==> src/asd_pkg.sv <==
// Purpose: Shared constants and types of the address space decoder.
// Assumes: 32-bit CPU addresses, 29-bit external space.
// Notes:   Register offsets are byte addresses on the plain port.
`default_nettype none

package asd_pkg;

	// Widths
	localparam int ASD_ADDR_W = 32;
	localparam int ASD_EXT_W  = 29;
	localparam int ASD_TAG_W  = 8;
	localparam int ASD_REG_AW = 8;

	// Register offsets
	localparam logic [7:0] ASD_OFS_XLAT  = 8'h00;
	localparam logic [7:0] ASD_OFS_CACHE = 8'h04;
	localparam logic [7:0] ASD_OFS_PTAG  = 8'h08;
	localparam logic [7:0] ASD_OFS_FAULT = 8'h0c;

	// Translation control field positions
	localparam int ASD_XL_AT   = 0;
	localparam int ASD_XL_SQLK = 1;
	localparam int ASD_XL_SV   = 2;
	// Cache control field positions
	localparam int ASD_CC_CE  = 0;
	localparam int ASD_CC_WT  = 1;
	localparam int ASD_CC_CB  = 2;
	localparam int ASD_CC_ORA = 3;

	// Reset values
	localparam logic [2:0]  ASD_XLAT_RST  = 3'h0;
	localparam logic [3:0]  ASD_CACHE_RST = 4'h0;
	localparam logic [7:0]  ASD_PTAG_RST  = 8'h00;
	localparam logic [31:0] ASD_FAULT_RST = 32'h0000_0000;

	// Address tags
	localparam logic [5:0] ASD_SQ_TAG    = 6'h38; // e0..e3
	localparam logic [4:0] ASD_ARR_TAG   = 5'h1e; // f0..f7
	localparam logic [7:0] ASD_CREG_TAG  = 8'hff; // ff
	localparam logic [5:0] ASD_ORAM_TAG  = 6'h1f; // 7c..7f
	localparam logic [4:0] ASD_TCREG_TAG = 5'h1f; // ext 1f
	localparam logic [2:0] ASD_AREA_RSVD = 3'h7;

	// Region of a CPU address
	typedef enum logic [4:0] {
		ASD_RG_LOW  = 5'b00001,
		ASD_RG_CDIR = 5'b00010,
		ASD_RG_UDIR = 5'b00100,
		ASD_RG_HIGH = 5'b01000,
		ASD_RG_CTRL = 5'b10000
	} asd_region_t;

	// Where a decoded access goes
	typedef enum logic [5:0] {
		ASD_TG_EXT  = 6'b000001,
		ASD_TG_SQ   = 6'b000010,
		ASD_TG_ARR  = 6'b000100,
		ASD_TG_CREG = 6'b001000,
		ASD_TG_ORAM = 6'b010000,
		ASD_TG_RSVD = 6'b100000
	} asd_target_t;

endpackage : asd_pkg

`default_nettype wire

==> src/asd_region_classify.sv <==
// Purpose: Sort a CPU address into its region and sub-windows.
// Assumes: Pure decode, no state.
// Notes:   Area field is taken from the untranslated address.
`default_nettype none

module asd_region_classify (
	// Address in
	input  wire logic [31:0]        addr,
	// Decode out
	output asd_pkg::asd_region_t    region,
	output logic                    is_sq,
	output logic                    is_arr,
	output logic                    is_creg,
	output logic                    is_p4rsvd,
	output logic                    is_oram,
	output logic [2:0]              area
);
	import asd_pkg::*;

	// Region by top three bits
	assign region = (addr[31] == 1'b0)    ? ASD_RG_LOW  :
	                (addr[30:29] == 2'h0) ? ASD_RG_CDIR :
	                (addr[30:29] == 2'h1) ? ASD_RG_UDIR :
	                (addr[30:29] == 2'h2) ? ASD_RG_HIGH :
	                                        ASD_RG_CTRL;

	// Control region windows
	assign is_sq     = (addr[31:26] == ASD_SQ_TAG);
	assign is_arr    = (addr[31:27] == ASD_ARR_TAG);
	assign is_creg   = (addr[31:24] == ASD_CREG_TAG);
	assign is_p4rsvd = (region == ASD_RG_CTRL) & ~is_sq & ~is_arr
	                   & ~is_creg;

	// On-chip RAM window candidate
	assign is_oram = (addr[31:26] == ASD_ORAM_TAG);

	// External area after folding
	assign area = addr[28:26];

endmodule : asd_region_classify

`default_nettype wire

==> src/asd_decoder.sv <==
// Purpose: Address space decoder between CPU access paths and memory.
// Assumes: TLB answers combinationally in the request cycle.
// Notes:   One request per cycle, result registered one cycle later.
//
// Behaviour
// - Untranslated addresses drop their top three bits onto external space.
// - Privileged reaches all 4 Gbytes; user only the lower 2 Gbytes and the store queue.
// - User access to upper regions except store queue gives address error.
// - Untranslated cached regions follow cache enable; write mode from selects.
// - Uncached-direct region never caches; top three bits forced to zero.
// - Direct-mapped addresses landing in area 7 are reserved.
// - e0000000..e3ffffff is store queue; user lock applies untranslated.
// - Eight 16-Mbyte array windows f0..f7, always uncached, in order.
// - ff000000 upward is control registers; e4..ef and f8..fe reserved.
// - External space is eight 64-Mbyte areas; area 7 reserved.
// - With translation on, low, high and store queue addresses map via TLB.
// - Translated regions and store queue carry the 8-bit process tag.
// - Translated access to external 1f.. reaches control registers.
// - Translated caching needs cache enable and page cacheable; page write mode.
// - Direct and control regions are never translated, except store queue.
// - With RAM select set, 7c..7f is on-chip RAM, untranslated, data only.
// - Fetches use the instruction TLB; data uses the unified TLB.
// - TLB hit gives physical address; miss raises TLB miss exception.
// - Single-virtual select picks TLB compare mode only.
// - Changing the process tag switches process without a purge.
// - With translation off no MMU exception is raised.
// - With translation off, user lock set makes user store queue access an address error.
`default_nettype none

module asd_decoder (
	// Clock and reset
	input  wire logic                    core_clk,
	input  wire logic                    nrst,
	// Register port
	input  wire logic [7:0]              reg_addr,
	input  wire logic [31:0]             reg_wdata,
	input  wire logic                    reg_wr,
	input  wire logic                    reg_rd,
	output logic [31:0]                  reg_rdata,
	// CPU access request
	input  wire logic                    req_valid,
	input  wire logic [31:0]             req_addr,
	input  wire logic                    req_priv,
	input  wire logic                    req_fetch,
	// TLB lookup
	output logic                         tlb_lookup,
	output logic                         tlb_use_instruction_translation_buffer,
	output logic [7:0]                   tlb_tag,
	output logic                         tlb_single_virtual,
	input  wire logic                    tlb_hit,
	input  wire logic [28:0]             tlb_paddr,
	input  wire logic                    tlb_cacheable,
	input  wire logic                    tlb_write_through,
	// Decoded result
	output logic                         rsp_valid,
	output logic                         rsp_addr_error,
	output logic                         rsp_tlb_miss,
	output asd_pkg::asd_target_t         rsp_target,
	output logic [28:0]                  rsp_phys_addr,
	output logic [2:0]                   rsp_area,
	output logic [2:0]                   rsp_array_sel,
	output logic                         rsp_cacheable,
	output logic                         rsp_write_through,
	output logic                         rsp_translated
);
	import asd_pkg::*;

	////////////////////////////////////////////////////////////////////
	// Control registers

	logic [2:0]  xlat_q;
	logic [3:0]  cache_q;
	logic [7:0]  ptag_q;
	logic [31:0] fault_q;
	logic [31:0] rdata_q;

	wire sel_xlat  = (reg_addr == ASD_OFS_XLAT);
	wire sel_cache = (reg_addr == ASD_OFS_CACHE);
	wire sel_ptag  = (reg_addr == ASD_OFS_PTAG);
	wire sel_fault = (reg_addr == ASD_OFS_FAULT);

	wire at_q   = xlat_q[ASD_XL_AT];
	wire sqlk_q = xlat_q[ASD_XL_SQLK];
	wire ce_q   = cache_q[ASD_CC_CE];
	wire wt_q   = cache_q[ASD_CC_WT];
	wire cb_q   = cache_q[ASD_CC_CB];
	wire ora_q  = cache_q[ASD_CC_ORA];

	// Read mux; unmapped offsets read zero
	logic [31:0] rd_mux;
	assign rd_mux = sel_xlat  ? {29'h0, xlat_q}  :
	                sel_cache ? {28'h0, cache_q} :
	                sel_ptag  ? {24'h0, ptag_q}  :
	                sel_fault ? fault_q          : 32'h0000_0000;

	// Writes; reserved bits are dropped
	always_ff @(posedge core_clk or negedge nrst) begin
		if (!nrst) begin
			xlat_q  <= ASD_XLAT_RST;
			cache_q <= ASD_CACHE_RST;
			ptag_q  <= ASD_PTAG_RST;
		end else if (reg_wr) begin
			if (sel_xlat)
				xlat_q <= reg_wdata[2:0];
			if (sel_cache)
				cache_q <= reg_wdata[3:0];
			if (sel_ptag)
				ptag_q <= reg_wdata[7:0]; // Process switch, no purge
		end
	end

	// Read data stands only in the cycle after the strobe
	always_ff @(posedge core_clk or negedge nrst) begin
		if (!nrst)
			rdata_q <= 32'h0000_0000;
		else
			rdata_q <= reg_rd ? rd_mux : 32'h0000_0000;
	end

	assign reg_rdata = rdata_q;

	////////////////////////////////////////////////////////////////////
	// Address classification

	asd_region_t region;
	logic        is_sq;
	logic        is_arr;
	logic        is_creg;
	logic        is_p4rsvd;
	logic        is_oram;
	logic [2:0]  raw_area;

	asd_region_classify u_classify (
		.addr      (req_addr),
		.region    (region),
		.is_sq     (is_sq),
		.is_arr    (is_arr),
		.is_creg   (is_creg),
		.is_p4rsvd (is_p4rsvd),
		.is_oram   (is_oram),
		.area      (raw_area)
	);

	wire rg_low  = (region == ASD_RG_LOW);
	wire rg_cdir = (region == ASD_RG_CDIR);
	wire rg_udir = (region == ASD_RG_UDIR);
	wire rg_high = (region == ASD_RG_HIGH);
	wire rg_ctrl = (region == ASD_RG_CTRL);

	////////////////////////////////////////////////////////////////////
	// Protection and translation decisions

	// Upper half is privileged only, store queue aside
	wire user_upper = ~req_priv & req_addr[31] & ~is_sq;
	// Store queue user lock, untranslated only
	wire sq_locked  = ~req_priv & is_sq & ~at_q & sqlk_q;
	wire aerr       = req_valid & (user_upper | sq_locked);

	// On-chip RAM bypasses translation
	wire oram_hit = ora_q & is_oram;

	// Only low, high and store queue may be translated
	wire xlat = at_q & (rg_low | rg_high | is_sq) & ~oram_hit;

	// Address errors win; TLB is not consulted for them
	assign tlb_lookup   = req_valid & xlat & ~aerr;
	assign tlb_use_instruction_translation_buffer = req_fetch; // Fetch vs data buffer
	assign tlb_tag      = ptag_q;    // Process tag qualifier
	assign tlb_single_virtual = xlat_q[ASD_XL_SV]; // Compare mode

	// Miss only when translation is on
	wire tmiss = tlb_lookup & ~tlb_hit;

	// Physical address: TLB or fold
	wire [28:0] phys = xlat ? tlb_paddr : req_addr[28:0];
	wire [2:0]  area = phys[28:26];
	wire area_rsvd   = (area == ASD_AREA_RSVD);
	wire to_tcreg    = (phys[28:24] == ASD_TCREG_TAG);

	// Target selection
	asd_target_t target;
	always_comb begin
		target = ASD_TG_RSVD;
		if (oram_hit) begin
			// Data only; a fetch there is reserved
			target = req_fetch ? ASD_TG_RSVD : ASD_TG_ORAM;
		end else if (xlat) begin
			if (is_sq)
				target = ASD_TG_SQ;
			else if (to_tcreg)
				target = ASD_TG_CREG; // Area 7 top via TLB
			else if (area_rsvd)
				target = ASD_TG_RSVD;
			else
				target = ASD_TG_EXT;
		end else if (rg_ctrl) begin
			if (is_sq)
				target = ASD_TG_SQ;
			else if (is_arr)
				target = ASD_TG_ARR;
			else if (is_creg)
				target = ASD_TG_CREG;
			else if (is_p4rsvd)
				target = ASD_TG_RSVD; // Gaps of the control region
		end else if (area_rsvd) begin
			target = ASD_TG_RSVD;     // Folded area 7
		end else begin
			target = ASD_TG_EXT;
		end
	end

	// Cacheability: only external memory, never uncached-direct
	// Control pages stay uncached as their target is not external memory
	wire page_c  = xlat ? tlb_cacheable : 1'b1;
	wire cached  = ce_q & page_c & ~rg_udir & ~rg_ctrl
	               & (target == ASD_TG_EXT);
	// Copy-back select only for cached-direct; page bit if translated
	wire wthru   = xlat    ? tlb_write_through :
	               rg_cdir ? ~cb_q : wt_q;

	////////////////////////////////////////////////////////////////////
	// Registered result

	logic        vld_q;
	logic        aerr_q;
	logic        miss_q;
	asd_target_t tgt_q;
	logic [28:0] pa_q;
	logic [2:0]  area_q;
	logic [2:0]  asel_q;
	logic        c_q;
	logic        wt_rsp_q;
	logic        tr_q;

	// One result per request, one cycle later
	always_ff @(posedge core_clk or negedge nrst) begin
		if (!nrst) begin
			vld_q    <= 1'b0;
			aerr_q   <= 1'b0;
			miss_q   <= 1'b0;
			tgt_q    <= ASD_TG_RSVD;
			pa_q     <= 29'h0;
			area_q   <= 3'h0;
			asel_q   <= 3'h0;
			c_q      <= 1'b0;
			wt_rsp_q <= 1'b0;
			tr_q     <= 1'b0;
		end else begin
			vld_q    <= req_valid;
			aerr_q   <= aerr;
			miss_q   <= tmiss;
			tgt_q    <= target;
			pa_q     <= phys;
			area_q   <= area;
			asel_q   <= req_addr[26:24];
			c_q      <= req_valid & ~aerr & ~tmiss & cached;
			wt_rsp_q <= wthru;
			tr_q     <= req_valid & xlat;
		end
	end

	assign rsp_valid         = vld_q;
	assign rsp_addr_error    = aerr_q;
	assign rsp_tlb_miss      = miss_q;
	assign rsp_target        = tgt_q;
	assign rsp_phys_addr     = pa_q;
	assign rsp_area          = area_q;
	assign rsp_array_sel     = asel_q;
	assign rsp_cacheable     = c_q;
	assign rsp_write_through = wt_rsp_q;
	assign rsp_translated    = tr_q;

	// Fault address: only state a fault changes
	wire fault_ev = aerr | tmiss;
	always_ff @(posedge core_clk or negedge nrst) begin
		if (!nrst)
			fault_q <= ASD_FAULT_RST;
		else if (fault_ev)
			fault_q <= req_addr;
	end
endmodule : asd_decoder

`default_nettype wire

==> config.mk <==
export PLATFORM = sky130hd
export DESIGN_NAME = asd_decoder
export DESIGN_NICKNAME = d
export VERILOG_FILES = /design/src/asd_pkg.sv /design/src/asd_region_classify.sv /design/src/asd_decoder.sv
export SDC_FILE = /design/constraint.sdc
export NUM_CORES = 1
export LEC_CHECK = 0
export ABC_AREA = 1
export CORE_AREA = 3 3 129 131
export DETAILED_ROUTE_END_ITERATION = 8
export DIE_AREA = 0 0 132 134
export DONT_BUFFER_PORTS = 1
export PLACE_DENSITY = 0.56
export SLEW_MARGIN = 0
export SYNTH_ARGS = -nofsm -noshare
export SYNTH_HDL_FRONTEND = slang
export SYNTH_HIERARCHICAL = 1
export SYNTH_SLANG_ARGS = --single-unit
==> constraint.sdc <==
create_clock -name core_clk -period 1.56 [get_ports core_clk]
set_input_delay 0 -clock core_clk [delete_from_list [all_inputs] [get_ports core_clk]]
set_output_delay 0 -clock core_clk [all_outputs]
set_load 0.1 [all_outputs]
== Yosys cells after proc, flatten, opt, wreduce, memory -nomap -nowiden ==
Index checks and enable logic that the tools add are counted.

* Bits in registers: 126
* Bits of input ports: 111
* Word-level logic and storage cells: 93

* Eq/ne operators: 17
* Multiplexer cells: 23
* Bitwise operators: 33
* Reduce and logical (&&, ||, !) cells: 5

{| class="wikitable"
|+ Operators with widths
! kind !! count
|-
| 32-bit two-way mux || 5
|-
| 6-bit two-way mux || 10
|-
| 29-bit two-way mux || 1
|-
| 5-bit two-way mux || 4
|-
| 1-bit AND || 19
|-
| 8-bit by 4-bit == test with 1-bit output (second input constant) || 2
|-
| 5-bit == test (second input constant) || 3
|-
| 1-bit inverter || 10
|-
| 8-bit by 3-bit == test with 1-bit output (second input constant) || 1
|-
| 8-bit == test (second input constant) || 1
|-
| 8-bit logical NOT || 1
|-
| 6-bit by 1-bit == test with 1-bit output (second input constant) || 1
|-
| 6-bit by 5-bit == test with 1-bit output (second input constant) || 1
|-
| 6-bit == test (second input constant) || 1
|-
| 2-bit AND reduction || 3
|-
| 5-bit by 1-bit == test with 1-bit output (second input constant) || 1
|-
| 5-bit by 2-bit == test with 1-bit output (second input constant) || 1
|-
| 5-bit by 3-bit == test with 1-bit output (second input constant) || 1
|-
| 5-bit by 4-bit == test with 1-bit output (second input constant) || 1
|-
| 1-bit OR || 4
|-
| 3-bit == test (second input constant) || 1
|-
| 1-bit two-way mux || 3
|-
| 2-bit by 1-bit == test with 1-bit output (second input constant) || 1
|-
| 2-bit == test (second input constant) || 1
|-
| 2-bit logical NOT || 1
|}

== Logic depth before layout (Yosys ltp) ==
* Depth after elaboration: 20
* Depth in mapped cells: 17
* Mapped depth without buffers: 15

== Hierarchy ==
Netlist, hierarchy kept.

{| class="wikitable"
|+ By module, submodules not included
! module !! times used !! cells an instance !! area each (µm²)
|-
| asd_decoder || 1 || 505 || 4,845.9
|-
| asd_region_classify || 1 || 29 || 136.4
|}

== Worst setup path before layout ==
OpenSTA, ideal clock, no wires.

* Path type: flip-flop to flip-flop
* From: reg cache_q[3]
* To: reg fault_q[26]
* Library setup time: 0.121 ns
* Arrival time: 1.753 ns
* Required time: 1.439 ns
* Path slack: -0.314 ns
* Cell stages (with the launch flop): 13
* Clock period less this slack: 1.874 ns
* Path through: dfrtp_1 -> nand2_2 -> inv_2 -> nor2_4 -> nand2_4 -> inv_6 -> nand2_4 -> nor2_8 -> nand2_4 -> nand2_4 -> buf_6 -> buf_8 -> o21ai_1

* Longest elaborated chain between the ends: 7

{| class="wikitable"
|+ Ends and longest elaborated chain
! element !! RTL line !! RTL
|-
| start: declaration || asd_decoder.sv:72 || <nowiki>logic [3:0] cache_q;</nowiki>
|-
| start signal: assignment || asd_decoder.sv:106 || <nowiki>cache_q <= reg_wdata[3:0];</nowiki>
|-
| 1-bit AND || asd_decoder.sv:160 || <nowiki>wire oram_hit = ora_q & is_oram;</nowiki>
|-
| 1-bit inverter || asd_decoder.sv:163 || <nowiki>wire xlat = at_q & (rg_low | rg_high | is_sq) & ~oram_hit;</nowiki>
|-
| 1-bit AND || asd_decoder.sv:163 ||
|-
| 1-bit AND (2 in series) || asd_decoder.sv:166 || <nowiki>assign tlb_lookup = req_valid & xlat & ~aerr;</nowiki>
|-
| net tlb_lookup || asd_decoder.sv:46 || <nowiki>output logic tlb_lookup,</nowiki>
|-
| 1-bit AND || asd_decoder.sv:172 || <nowiki>wire tmiss = tlb_lookup & ~tlb_hit;</nowiki>
|-
| 1-bit OR || asd_decoder.sv:274 || <nowiki>wire fault_ev = aerr | tmiss;</nowiki>
|-
| end signal: assignment || asd_decoder.sv:279 || <nowiki>fault_q <= req_addr;</nowiki>
|-
| end: declaration || asd_decoder.sv:74 || <nowiki>logic [31:0] fault_q;</nowiki>
|}

The timed path passes the listed nets, and every way through them passes these cells.
A chain may end at the register's enable or synchronous reset.

== Worst setup path in the final report ==
* From: reg cache_q[3]
* To: out tlb_lookup

* Longest elaborated chain between the ends: 5

{| class="wikitable"
|+ Ends and longest elaborated chain
! element !! RTL line
|-
| 1-bit AND || asd_decoder.sv:160
|-
| 1-bit inverter || asd_decoder.sv:163
|-
| 1-bit AND || asd_decoder.sv:163
|-
| 1-bit AND (2 in series) || asd_decoder.sv:166
|-
| end: declaration || asd_decoder.sv:46
|}

No other way between the ends.

==> impl_metrics.env <==
export IMPL_drt_first_pass_iters=4
export IMPL_hold_viol_final=125
export IMPL_start_util_pct=31.5
export IMPL_cp_end_kind="output pin"
export IMPL_peakVddDrop_uv=700
export IMPL_num_nets_final=851
export IMPL_nFillCells=1416
export IMPL_r2r_start="cache_q[3]"
export IMPL_start_kind="flop"
export IMPL_cts_root_buf="clkbuf_16"
export IMPL_maxSlewHeadroom_pct=63.8
export IMPL_seqPwrFrac_pct=41.8
export IMPL_avgSynthCellArea_um2=9.36
export IMPL_drc_errors=0
export IMPL_synth_net_count=640
export IMPL_critPathKind="flop to output pin"
export IMPL_max_stage_delay_ns=0.42
export IMPL_place_congestion=0.846
export IMPL_timing_fmax_mhz=614
export IMPL_reg2reg_slack_ns=-0.07
export IMPL_p_switching_mw=2.31
export IMPL_grt_pass1_vias=4707
export IMPL_finalPower_mw=8.37
export IMPL_design_core_area_mm2=0.0157
export IMPL_setup_violations=37
export IMPL_detail_route_wl_per_cell_um=15.2
export IMPL_p_int_mw=6.06
export IMPL_cp_arrival_ns=1.63
export IMPL_fin_crit_ns=1.63
export IMPL_skew_ns=0.00519
export IMPL_status="finished, violations left"
export IMPL_cts_sinks=123
export IMPL_clkPwrFrac_pct=42.9
export IMPL_timing_final_crit_share_pct=104
export IMPL_dp_cells=830
export IMPL_yosys_warnings=6
export IMPL_antennaDiodeCount=0
export IMPL_power_density_mw_per_mm2=1090
export IMPL_avgViaCountPerCell=4.56
export IMPL_p_leak_nw=3.86
export IMPL_cpMaxStageDelayCell="dfrtp_1"
export IMPL_tightest_slew_ns=0.547
export IMPL_die_h_um=134
export IMPL_grt_use_total_pct=16.9
export IMPL_setup_ws_ns=-0.0690
export IMPL_cts_tree="yes"
export IMPL_drtIter0Drc=187
export IMPL_path_max_fanout=2
export IMPL_cts_buffers=17
export IMPL_violations="negative hold slack, negative setup slack"
export IMPL_slew_viol_final=0
export IMPL_holdCritPathClass="input port to async pin"
export IMPL_io_pins=201
export IMPL_worstPathCellList="nand2_2 > inv_2 > nor2_4 > nand2_4 > clkinv_4 > nand2_8 > nor2_8 > buf_12"
export IMPL_stdcell_count=966
export IMPL_insertion_delay_ns=0.41
export IMPL_die_w_um=132
export IMPL_drive_gt1_share_pct=27.6
export IMPL_dieArea_mm2=0.0177
export IMPL_vias=4409
export IMPL_worstPathRequired_ns=1.56
export IMPL_syn_to_final_growth_pct=55.0
export IMPL_cap_violations=0
export IMPL_grt_overflow=0
export IMPL_crit_start="cache_q[3]"
export IMPL_portBuffers=0
export IMPL_num_rows=46
export IMPL_grt_max_degree=124
export IMPL_syn_instance_count=529
export IMPL_antenna_found_initial=0
export IMPL_dpl_worst_slack_ns=-0.0291
export IMPL_p_sw_share_pct=27.6
export IMPL_holdWs_ns=-0.712
export IMPL_clkTransAtPathRegs_ns=0.05
export IMPL_netlist_area_mm2=0.00495
export IMPL_rsz0062_at_grt="true"
export IMPL_clock_path_buffers=2
export IMPL_ant_nets=0
export IMPL_wl_um=14700
export IMPL_p_comb_share_pct=15.4
export IMPL_dp_hpwl_um=9310
export IMPL_h_tree_depth=4
export IMPL_tns_ns=-0.993
export IMPL_grt_pass1_wl_um=23700
==> cells in the final DEF, fill, tap and decap left out, drive strengths merged <==
| cell | instances |
|---|---|
| dfstp | 1 |
| o21ai | 42 |
| dfrtp | 122 |
| nand3 | 16 |
| dlygate4sd3 | 86 |
| nand2 | 183 |
| clkinv | 6 |
| nand4 | 6 |
| or2 | 3 |
| nor4 | 2 |
| clkinvlp | 3 |
| clkbuf | 22 |
| buf | 124 |
| inv | 61 |
| a21oi | 12 |
| a31oi | 1 |
| mux2 | 4 |
| bufinv | 1 |
| nor3 | 28 |
| nor2 | 23 |
| o22ai | 2 |
| dlymetal6s4s | 2 |
==> metal layers <==
| metal | up-vias | GRT usage (%) | wire length (um) |
|---|---|---|---|
| li1 | 2076 | - | - |
| met1 | 2153 | 19.4 | 5950 |
| met2 | 153 | 29.0 | 7460 |
| met3 | 27 | 6.08 | 960 |
| met4 | 0 | 6.30 | 305 |
| met5 | - | 0 | 0 |
==> sequential cells by signal (all words and copies together), names as in the netlist, 3 cells and up <==
name / cells
xlat_q: 3
cache_q: 4
rsp_target: 6
reg_rdata: 32
fault_q: 32
rsp_array_sel: 3
tlb_tag: 8
rsp_phys_addr: 27
==> path summary, 6_finish.rpt <==
check / endpoint / cells after the start
min in group core_clk: rsp_valid / 0
hold reg to reg: reg_rdata[15] / 2
max in group asynchronous: rsp_write_through / 0
setup / recovery: tlb_lookup / 8
hold / removal: rsp_target[1] / 0
setup reg to reg: rsp_target[5] / 11
==> power by group through the flow <==
stage / combinational, mW / sequential [mW] / clock, mW
after floorplan: 0.360 / 3.99 / 0
after global placement: 0.993 / 3.54 / 0
after detailed placement: 1.01 / 3.55 / 0
after CTS: 1.24 / 3.50 / 3.67
after global routing: 1.37 / 3.52 / 3.81
final: 1.28 / 3.49 / 3.59
==> metrics by stage <==
step	hold WS (ns)	instance area, um2	util (%)
final	-0.712	7670	48.8
after detailed placement	-0.291	5930	37.7
after floorplan	-0.296	4950	-
after global routing	-0.744	7670	48.8
after CTS	-0.737	7490	47.6
after global placement	-0.291	5930	37.7
==> timing repair <==
item                       CTS  global route
cloned                       2             1
gates resized for setup     23            39
hold buffers                83             5
pin swaps                    3            13
buffers inserted            12             6
setup endpoints to repair   35            63
hold endpoints to repair   220           134
==> worst max-delay path, delay by kind of cell, from the launching register on <==
family	cells	cell delay [ns]
AND/OR/NAND/NOR	5	0.48
buffers and inverters	3	0.30
flip-flops	1	0.42
==> area by class of cell <==
type	instances	area [um2]	area share [%]
well taps	216	270	3.52
clock buffers	21	460	6.00
repair buffers	213	1950	25.4
clock inverters	8	72.6	0.946
multi-input cells	322	1600	20.8
inverters	63	241	3.15
flip-flops and latches	123	3080	40.2
Note: power is estimated with default switching activity, not from simulation.
